<file path="src/preload_observe_consts.svh">
// Constants for the macrocell preload/observe test block
`ifndef PRELOAD_OBSERVE_CONSTS_SVH
`define PRELOAD_OBSERVE_CONSTS_SVH

// Power-up reset time, longest, in microseconds
`define PR_TIME_US 10
// System clock period in nanoseconds
`define CLK_PERIOD_NS 10
`define NS_PER_US 1000

// Bank select: output macrocells or buried macrocells
`define BANK_OUT 1'b0
`define BANK_BUR 1'b1

// Reset values
`define POR_BUSY_RST 1'b1
`define PIN_OE_N_RST 1'b1
`define PIN_O_RST 1'b0

`endif

</file>
<file path="src/preload_observe_pkg.sv">
// Types shared by the macrocell preload/observe test block
`default_nettype none

package preload_observe_pkg;

   typedef enum logic [1:0] {
      MODE_NORMAL,
      MODE_PRELOAD,
      MODE_OBSERVE
   } test_mode_type;

   // Per-cell configuration as programmed into the device
   typedef struct packed {
      logic comb;     // Output is combinatorial, not registered
      logic pol;      // Invert at the pin
      logic oe;       // Programmed output enable
   } cell_cfg_type;

endpackage : preload_observe_pkg

`default_nettype wire

</file>
<file path="src/pin_stage.sv">
// Pin output stage: functional drive, preload release and observe override
`default_nettype none
`include "preload_observe_consts.svh"

module pin_stage #(
   parameter int N_IO = 8
) (
   input wire logic i_clock,
   input wire logic i_rst,
   input wire logic i_ce,
   input wire preload_observe_pkg::test_mode_type i_mode,
   input wire logic i_bank,
   input wire preload_observe_pkg::cell_cfg_type [N_IO-1:0] i_cfg,
   input wire logic [N_IO-1:0] i_d_out,
   input wire logic [N_IO-1:0] i_q_out,
   input wire logic [N_IO-1:0] i_q_bur,
   output logic [N_IO-1:0] o_pin_o,
   output logic [N_IO-1:0] o_pin_oe_n
);
   import preload_observe_pkg::*;

   typedef struct packed {
      logic [N_IO-1:0] pin_o;
      logic [N_IO-1:0] oe_n;
   } state_type;

   state_type s_r;
   state_type s_nxt;
   logic [N_IO-1:0] normal_val;
   logic [N_IO-1:0] observe_val;
   logic [N_IO-1:0] comb_mask;

   // ----------------------------------------------------------------
   // Next state
   // ----------------------------------------------------------------
   always_comb begin
      for (int i = 0; i < N_IO; i++) begin
         comb_mask[i] = i_cfg[i].comb;
         // A combinatorial output recomputes from live terms, so it is
         // correct again on the first clock edge in normal mode
         normal_val[i] = (i_cfg[i].comb ? i_d_out[i] : i_q_out[i]) ^ i_cfg[i].pol;
      end
      observe_val = (i_bank == `BANK_BUR) ? i_q_bur : i_q_out;
      s_nxt = s_r;
      unique case (i_mode)
         MODE_PRELOAD: begin
            // Pins become inputs so the tester can present the load value
            s_nxt.oe_n = {N_IO{1'b1}};
            s_nxt.pin_o = '0;
         end
         MODE_OBSERVE: begin
            // Programmed enable is overridden; combinatorial terms are
            // dropped and every cell shows its register
            s_nxt.oe_n = '0;
            s_nxt.pin_o = observe_val;
         end
         default: begin
            s_nxt.oe_n = '0;
            for (int i = 0; i < N_IO; i++) begin
               s_nxt.oe_n[i] = ~i_cfg[i].oe;
            end
            s_nxt.pin_o = normal_val;
         end
      endcase
   end

   always_ff @(posedge i_clock or posedge i_rst) begin
      if (i_rst) begin
         s_r.pin_o <= {N_IO{`PIN_O_RST}};
         s_r.oe_n <= {N_IO{`PIN_OE_N_RST}};
      end else if (i_ce) begin
         s_r <= s_nxt;
      end
   end

   assign o_pin_o = s_r.pin_o;
   assign o_pin_oe_n = s_r.oe_n;

   // ----------------------------------------------------------------
   // Checks
   // ----------------------------------------------------------------
   property p_obs_drive;
      @(posedge i_clock) disable iff (i_rst)
      (i_ce && i_mode == MODE_OBSERVE) |=>
         (o_pin_oe_n == '0) && (o_pin_o == $past(observe_val));
   endproperty
   a_obs_drive: assert property (p_obs_drive)
      else $error("observe did not drive register contents");

   property p_obs_no_comb;
      @(posedge i_clock) disable iff (i_rst)
      (i_ce && i_mode == MODE_OBSERVE && (i_d_out & comb_mask) != '0
         && i_bank == `BANK_OUT && (i_q_out & comb_mask) == '0) |=>
         ((o_pin_o & $past(comb_mask)) == '0);
   endproperty
   a_obs_no_comb: assert property (p_obs_no_comb)
      else $error("combinatorial data leaked during observe");

   property p_preload_release;
      @(posedge i_clock) disable iff (i_rst)
      (i_ce && i_mode == MODE_PRELOAD) |=> (o_pin_oe_n == {N_IO{1'b1}});
   endproperty
   a_preload_release: assert property (p_preload_release)
      else $error("pins still driven during preload");

   property p_comb_restore;
      @(posedge i_clock) disable iff (i_rst)
      (i_ce && i_mode == MODE_NORMAL && $past(i_mode) != MODE_NORMAL) |=>
         (o_pin_o == $past(normal_val));
   endproperty
   a_comb_restore: assert property (p_comb_restore)
      else $error("output not restored after test mode");

endmodule : pin_stage

`default_nettype wire

</file>
<file path="src/macrocell_test_array.sv">
// Macrocell register array with power-up reset, preload and observe
`default_nettype none
`include "preload_observe_consts.svh"

module macrocell_test_array #(
   parameter int N_IO = 8,
   parameter int AR_CELL = 0,
   parameter int AP_CELL = 1
) (
   input wire logic i_clock,
   input wire logic i_rst,
   input wire logic i_ce,
   input wire preload_observe_pkg::test_mode_type i_mode,
   input wire logic i_bank,
   input wire preload_observe_pkg::cell_cfg_type [N_IO-1:0] i_cfg,
   input wire logic [N_IO-1:0] i_d_out,
   input wire logic [N_IO-1:0] i_d_bur,
   input wire logic i_ar_en,
   input wire logic i_ap_en,
   input wire logic [N_IO-1:0] i_pin_i,
   output logic [N_IO-1:0] o_pin_o,
   output logic [N_IO-1:0] o_pin_oe_n,
   output logic o_por_busy
);
   import preload_observe_pkg::*;

   // Power-up reset window in cycles, a longest time so rounded down
   localparam int POR_CYCLES = (`PR_TIME_US * `NS_PER_US) / `CLK_PERIOD_NS;
   localparam int CNT_W = $clog2(POR_CYCLES + 1);

   typedef struct packed {
      logic [N_IO-1:0] q_out;
      logic [N_IO-1:0] q_bur;
      logic [CNT_W-1:0] por_cnt;
      logic por_busy;
   } state_type;

   state_type s_r;
   state_type s_nxt;
   logic [2*N_IO-1:0] all_q;
   logic ar_hit;
   logic ap_hit;
   logic [N_IO-1:0] comb_mask;

   function automatic logic [N_IO-1:0] cfg_comb(
      input cell_cfg_type [N_IO-1:0] cfg
   );
      logic [N_IO-1:0] m;
      m = '0;
      for (int i = 0; i < N_IO; i++) begin
         m[i] = cfg[i].comb;
      end
      return m;
   endfunction : cfg_comb

   // ----------------------------------------------------------------
   // Next state
   // ----------------------------------------------------------------
   always_comb begin
      comb_mask = cfg_comb(i_cfg);
      all_q = {s_r.q_bur, s_r.q_out};
      // Reset and preset lines are fed by register contents, so a
      // preloaded value can fire them on the following edge
      ar_hit = i_ar_en && all_q[AR_CELL];
      ap_hit = i_ap_en && all_q[AP_CELL];
      s_nxt = s_r;
      if (s_r.por_busy) begin
         s_nxt.q_out = '0;
         s_nxt.q_bur = '0;
         if (s_r.por_cnt == CNT_W'(POR_CYCLES - 1)) begin
            s_nxt.por_busy = 1'b0;
         end else begin
            s_nxt.por_cnt = s_r.por_cnt + 1'b1;
         end
      end else begin
         unique case (i_mode)
            MODE_PRELOAD: begin
               if (i_bank == `BANK_BUR) begin
                  s_nxt.q_bur = i_pin_i;
               end else begin
                  s_nxt.q_out = i_pin_i;
               end
            end
            MODE_OBSERVE: begin
               // Registers hold so that what is seen is what was stored
               s_nxt.q_out = s_r.q_out;
            end
            default: begin
               // Combinatorial cells do not use their register
               s_nxt.q_out = i_d_out & ~comb_mask;
               s_nxt.q_bur = i_d_bur;
            end
         endcase
         // Reset beats preset when both fire together
         if (ar_hit) begin
            s_nxt.q_out = '0;
            s_nxt.q_bur = '0;
         end else if (ap_hit) begin
            s_nxt.q_out = {N_IO{1'b1}};
            s_nxt.q_bur = {N_IO{1'b1}};
         end
      end
   end

   always_ff @(posedge i_clock or posedge i_rst) begin
      if (i_rst) begin
         s_r.q_out <= '0;
         s_r.q_bur <= '0;
         s_r.por_cnt <= '0;
         s_r.por_busy <= `POR_BUSY_RST;
      end else if (i_ce) begin
         s_r <= s_nxt;
      end
   end

   assign o_por_busy = s_r.por_busy;

   // ----------------------------------------------------------------
   // Pin stage
   // ----------------------------------------------------------------
   pin_stage #(
      .N_IO(N_IO)
   ) u_pin_stage (
      .i_clock(i_clock),
      .i_rst(i_rst),
      .i_ce(i_ce),
      .i_mode(i_mode),
      .i_bank(i_bank),
      .i_cfg(i_cfg),
      .i_d_out(i_d_out),
      .i_q_out(s_r.q_out),
      .i_q_bur(s_r.q_bur),
      .o_pin_o(o_pin_o),
      .o_pin_oe_n(o_pin_oe_n)
   );

   // ----------------------------------------------------------------
   // Checks
   // ----------------------------------------------------------------
   property p_por_clear;
      @(posedge i_clock) disable iff (i_rst)
      s_r.por_busy |-> (s_r.q_out == '0) && (s_r.q_bur == '0);
   endproperty
   a_por_clear: assert property (p_por_clear)
      else $error("flip-flop not clear during power-up reset");

   property p_por_len;
      @(posedge i_clock) disable iff (i_rst)
      $fell(s_r.por_busy) |-> ($past(s_r.por_cnt) == CNT_W'(POR_CYCLES - 1));
   endproperty
   a_por_len: assert property (p_por_len)
      else $error("power-up reset ended at wrong count");

   property p_preload_out;
      @(posedge i_clock) disable iff (i_rst)
      (i_ce && !s_r.por_busy && i_mode == MODE_PRELOAD && i_bank == `BANK_OUT
         && !ar_hit && !ap_hit) |=> (s_r.q_out == $past(i_pin_i));
   endproperty
   a_preload_out: assert property (p_preload_out)
      else $error("output register preload lost");

   property p_preload_bur;
      @(posedge i_clock) disable iff (i_rst)
      (i_ce && !s_r.por_busy && i_mode == MODE_PRELOAD && i_bank == `BANK_BUR
         && !ar_hit && !ap_hit) |=> (s_r.q_bur == $past(i_pin_i)) && $stable(s_r.q_out);
   endproperty
   a_preload_bur: assert property (p_preload_bur)
      else $error("buried register preload lost");

   property p_async_reset;
      @(posedge i_clock) disable iff (i_rst)
      (i_ce && !s_r.por_busy && ar_hit) |=> (s_r.q_out == '0) && (s_r.q_bur == '0);
   endproperty
   a_async_reset: assert property (p_async_reset)
      else $error("reset from register did not clear");

   property p_async_preset;
      @(posedge i_clock) disable iff (i_rst)
      (i_ce && !s_r.por_busy && !ar_hit && ap_hit) |=>
         (s_r.q_out == {N_IO{1'b1}}) && (s_r.q_bur == {N_IO{1'b1}});
   endproperty
   a_async_preset: assert property (p_async_preset)
      else $error("preset from register did not set");

   property p_observe_hold;
      @(posedge i_clock) disable iff (i_rst)
      (i_ce && !s_r.por_busy && i_mode == MODE_OBSERVE && !ar_hit && !ap_hit) |=>
         $stable(s_r.q_out) && $stable(s_r.q_bur);
   endproperty
   a_observe_hold: assert property (p_observe_hold)
      else $error("observe disturbed register contents");

   property p_normal_load;
      @(posedge i_clock) disable iff (i_rst)
      (i_ce && !s_r.por_busy && i_mode == MODE_NORMAL && !ar_hit && !ap_hit) |=>
         (s_r.q_out == $past(i_d_out & ~comb_mask)) && (s_r.q_bur == $past(i_d_bur));
   endproperty
   a_normal_load: assert property (p_normal_load)
      else $error("normal mode did not clock functional data");

   // A low enable must hold every register, the power-up count included,
   // or the tester's cycle count and the device's would drift apart
   property p_ce_freeze;
      @(posedge i_clock) disable iff (i_rst)
      !i_ce |=> $stable(s_r);
   endproperty
   a_ce_freeze: assert property (p_ce_freeze)
      else $error("state moved while clock enable was low");

endmodule : macrocell_test_array

`default_nettype wire

</file>
<file path="config.mk">
export PLATFORM = sky130hd
export DESIGN_NAME = macrocell_test_array
export DESIGN_NICKNAME = d
export VERILOG_FILES = /design/src/preload_observe_pkg.sv /design/src/pin_stage.sv /design/src/macrocell_test_array.sv
export VERILOG_INCLUDE_DIRS = /design/src
export SDC_FILE = /design/constraint.sdc
export NUM_CORES = 1
export LEC_CHECK = 0
export ABC_AREA = 1
export BUFFER_PORTS_ARGS = -buffer_cell sky130_fd_sc_hd__buf_4
export CAP_MARGIN = 20
export CORE_AREA = 2 2 119 121
export CTS_CLUSTER_DIAMETER = 200
export CTS_CLUSTER_SIZE = 25
export DETAILED_ROUTE_END_ITERATION = 6
export DIE_AREA = 0 0 121 123
export SLEW_MARGIN = 0
export SYNTH_ARGS = -nofsm -noshare
export SYNTH_HDL_FRONTEND = slang
export SYNTH_HIERARCHICAL = 1
export SYNTH_SLANG_ARGS = --single-unit
</file>
<file path="constraint.sdc">
create_clock -name i_clock -period 1.7 [get_ports i_clock]
set_input_delay 0.34 -clock i_clock [delete_from_list [all_inputs] [get_ports i_clock]]
set_output_delay 0.34 -clock i_clock [all_outputs]
set_load 0.02 [all_outputs]
</file>
======== Word level (Yosys, flattened, before mapping) ========
Index checks and enable logic that the tools add are counted.
W data, S select, Z words.
storage, ports and cells
  input bits .............................. 56
  logic and storage cells ................. 56
  output and inout bits ................... 17
  flip-flop bits (word level) ............. 43
cells by class
  bitwise logic cells ..................... 19
  reduce and logical (&&, ||, !) cells .... 5
  equality and inequality tests ........... 6
  muxes and demuxes ....................... 19
  add/subtract/negate cells ............... 1
operators by type and width
  operator                 number
  $mux W16                 3
  $pmux W16 S2             1
  $pmux W8 S2              2
  $mux W8                  3
  $add A10 B1 Y10 const B  1
  $eq A10 B10 Y1 const B   1
  $mux W1                  10
  $ne A5 B5 Y1 const B     2
  $not A1 Y1               9
  $reduce_and A3 Y1        3
  $and A8 B8 Y8            1
  $not A8 Y8               1
  $xor A1 B1 Y1            8
  $ne A4 B4 Y1 const B     1
  $eq A2 B1 Y1 const B     1
  $eq A2 B2 Y1 const B     1
  $logic_and A1 B1 Y1      2

======== Depth between registers and ports, before layout ========
  depth after elaboration ................. 6
  mapped depth ............................ 9
  mapped depth without buffers ............ 8

======== By module ========
Netlist, hierarchy kept.
modules (own cells, without submodules)
  module                times used  area an instance (um^2)  cells each  seq. area each (um^2)
  macrocell_test_array  1           1762.9                   279         676.9
  pin_stage             1           1306.3                   207         410.4

======== Worst setup path after synthesis ========
OpenSTA, ideal clock, no wires.
  path kind ............................... register -> register
  start point ............................. register s_r, in the netlist o_por_busy
  end point ............................... register s_r, in the netlist all_q[1]
  path buffers ............................ 1
  library setup time ...................... 117 ps
  clock period less this slack ............ 1391 ps
  slack ................................... 309 ps
  data required time ...................... 1583 ps
  cell stages (with the launch flop) ...... 9
  arrival time ............................ 1275 ps
  path through ............................ dfstp_2 buf_6 inv_4 nand3_1 nor2_1 nor2_1 nand2_2 nand2_1 nand2_1
between the ends
  longest elaborated chain between the ends .. 2
  elaborated cells on any way between the ends .. 4
  those cells by class .................... eq/ne (2); mux (1); reduce/logical (1)
RTL lines
  what                                                                  RTL line                     RTL
  start, declared                                                       macrocell_test_array.sv:38   state_type s_r;
  start signal, assigned                                                macrocell_test_array.sv:112  s_r <= s_nxt;
  $ne A5 B5 Y1 (no source line) / $ne A4 B4 Y1 (equally long branches)  n/a
  $reduce_and A3 Y1 (no source line)                                    n/a
Several ways; a longest one is shown, not always the timed one.
A chain may end at the register's enable or synchronous reset.

======== Worst setup path after layout ========
  start point ............................. register s_r, in the netlist o_por_busy
  end point ............................... output o_por_busy
RTL lines
  what           RTL line                    RTL
  end, declared  macrocell_test_array.sv:23  output logic o_por_busy
No word-level cell between the ends.

==> key figures <==
Timing
  • Final hold vios: 0
  • Clk_skew: 5.22 ps
  • Setup violators final: 0
  • Fin. max-slew vios: 0
  • Unrepaired setup endpoints after global routing: no
  • Final Cycle Share: 92.5%
  • Fmax: 636 MHz
  • Post-route minimum period: 1570 ps
  • Slew headroom: 56.8%
  • Slew at the pin closest to its max-slew limit: 647 ps
  • Final setup TNS: 0 ps
  • WHS: 80.9 ps

Drt
  • DR vias/cell: 3.96
  • DRC Markers: 0
  • Final ANT Viol Nets: 0
  • DR iter-0 viols: 103
  • First-pass DRT Iterations: 4
  • Via Count: 2,953
  • Total routed wirelength: 8.07 mm
  • WL per Instance: 10.8 um

Placed design
  • IO buf count: 72
  • Placer Congestion: 0.849
  • HPWL after DPL: 6.46 mm

Worst setup path
  • WP data required: 1360 ps
  • Crit. End Element: primary output
  • Max FO, Critical Path: 18
  • Startpoint types: register
  • R2R Setup Slk: 210 ps
  • CP Class: reg -> out
  • Arrival @ worst endpoint: 1230 ps

Layout
  • Diode count: 0
  • Fillcell total: 1,504
  • Share of cells above drive strength 1: 22.5%
  • Area delta synth->final: 31.2%
  • Final core occ: 29.6%
  • Fin nets: 623

Clock network
  • Root buffer cell: clkbuf_16
  • Worst-Skew Late Latency: 280 ps
  • CTS resizes: 0
  • CTS tree: yes
  • H-tree Lvls: 2
  • Clock-pin slew on the worst setup and hold paths: 60 ps
  • Post-CTS Setup Bufs: 0
  • CTS buffer count: 5
  • CTS Buffer Depth: 2
  • Clock Sinks: 43
  • Post-CTS Hold Fix Bufs: 0

GRT
  • Global route hottest layer: met2
  • Largest net degree at the start of global routing: 26
  • M3 GR Usage: 1.48%
  • Vias in the first global route: 2,742
  • Gr usage total: 11.0%
  • Met1 GRT Util: 14.8%
  • Initial antenna violation count: 0
  • M2 GR Usage: 18.3%
  • Gr ovfl total: 0
  • Global-route wire length before repair: 13.3 mm

Pwr
  • Pwr dens: 857 nW/um2
  • Maximum VDD drop: 0.338 mV
  • Leakage power: 2.21 nW

Floorplan
  • Core area: 13,600 um2
  • Die Area: 14,900 um2
  • Rows: 43
  • Initial Util: 22.5%
  • Ports: 73
  • Die Span X: 121 um
  • Vert. Die Dim: 123 um

Yosys
  • Synth area leader: dfrtp_1
  • Leading post-synthesis cells by cell area: dfrtp_1 28%, nand2_1 21%, inv_1 10%, nor2_1 9.1%, dfstp_2 7.7%
  • Top-area cell type share of the netlist area: 27.7%
  • Warnings from Yosys: 6
  • Synthesized area: 3070 um2
  • Seq/Total Area, Yosys: 35.4%
  • Synth unique cells: 31
  • Cells after Synth: 486
  • Seq cells post-synth: 43
  • Post-Syn Nets: 545
  • Avg Inst Size Synth: 6.32 um2

Run status
  • Status: completed

Run
  • Max-Cap Viols: 0

Min path
  • HP Class: in -> async
==> report_power, final <==
part | total (mW) | internal, mW | switching (mW)
logic | 0.918 | 0.377 | 0.541
registers | 1.29 | 1.19 | 0.104
clock network | 1.24 | 0.841 | 0.400
==> cell usage in the layout, fill, tap and decap left out <==
master      Yosys  routed
o21ai_2         1       1
nor2_4          1       1
dfrtp_1        34      34
o21ai_0         3       3
inv_4           1       1
nor3_2          2       2
nand2_2         4       4
or2_0           8       8
dfstp_2         9       9
inv_6           1       1
a21boi_4        1       1
clkbuf_16       0       5
nor2_2          3       3
nand3_2         1       1
ha_1            3       3
nor2_8          1       1
clkinvlp_4      0       1
inv_1          85      85
buf_4           2      83
nor3_1          2       2
bufinv_16       0       2
nor2_1         74      74
and2_1          1       1
nand4_1        10      10
a21oi_2         8       8
xor2_1          1       1
inv_2           2       2
nand2_1       168     168
nand3_1        41      41
nand2_4         1       1
a21oi_1         8       8
==> logic make-up after synthesis <==
family	after synthesis	share of synthesized area, %
fa+ha+maj	3	1.22
compound gates	21	4.97
buf+inv	101	13.8
xor+xnor	1	0.285
simple gates	317	44.3
flops	43	35.4
==> Yosys cell counts <==
cell	number
nand2_1	168
inv_1	85
nor2_1	74
nand3_1	41
dfrtp_1	34
nand4_1	10
dfstp_2	9
a21oi_1	8
a21oi_2	8
or2_0	8
buf_2	6
nand2_2	4
buf_6	3
ha_1	3
nor2_2	3
o21ai_0	3
buf_4	2
inv_2	2
nor3_1	2
nor3_2	2
a21boi_4	1
and2_1	1
clkbuf_1	1
inv_4	1
inv_6	1
nand2_4	1
nand3_2	1
nor2_4	1
nor2_8	1
o21ai_2	1
xor2_1	1
==> layer usage <==
| metal | vias up | wire (um) |
|---|---|---|
| li1 | 1613 | - |
| met1 | 1274 | 3910 |
| met2 | 57 | 3670 |
| met3 | 9 | 364 |
| met4 | 0 | 126 |
| met5 | - | 0 |
==> registers in the layout, summed over array words and instances (netlist names) <==
register	cells
all_q	16
s_r	10
u_pin_stage/o_pin_o	8
u_pin_stage/o_pin_oe_n	8
o_por_busy	1
==> stage by stage <==
stage | cells | area [um2] | worst slack [ps] | power, mW
2_1_floorplan | 486 | 3070 | 309 | 1.88
3_3_place_gp | 737 | 3830 | 208 | 2.23
3_5_place_dp | 737 | 3830 | 169 | 2.24
4_1_cts | 745 | 4030 | 120 | 3.50
5_1_grt | 745 | 4030 | 56.1 | 3.68
6_report | 745 | 4030 | 128 | 3.45
==> area by class of cell <==
class	count	area, um2	area share, %
multi-input combinational	342	1560	38.7
timing repair buffer	83	623	15.5
clock buffer	5	125	3.11
clock inverter	3	67.6	1.68
tap	180	225	5.59
inverter	89	342	8.48
sequential	43	1090	27.0
==> critical path: stages, from the launching register on <==
cell,delay [ps]
dfstp_2,550
buf_4,220
buf_4,170
==> worst paths after layout <==
kind / to / startpoint / cells past startpoint
min in group i_clock: u_pin_stage/o_pin_oe_n[7] / i_cfg[21] / 3
min: s_r[6] / i_rst / 3
min reg2reg: all_q[12] / all_q[12] / 2
max reg2reg: s_r[5] / s_r[1] / 7
max: o_por_busy / o_por_busy / 2
max in group asynchronous: u_pin_stage/o_pin_o[1] / i_rst / 2
Note: power is estimated with default switching activity, not from simulation.
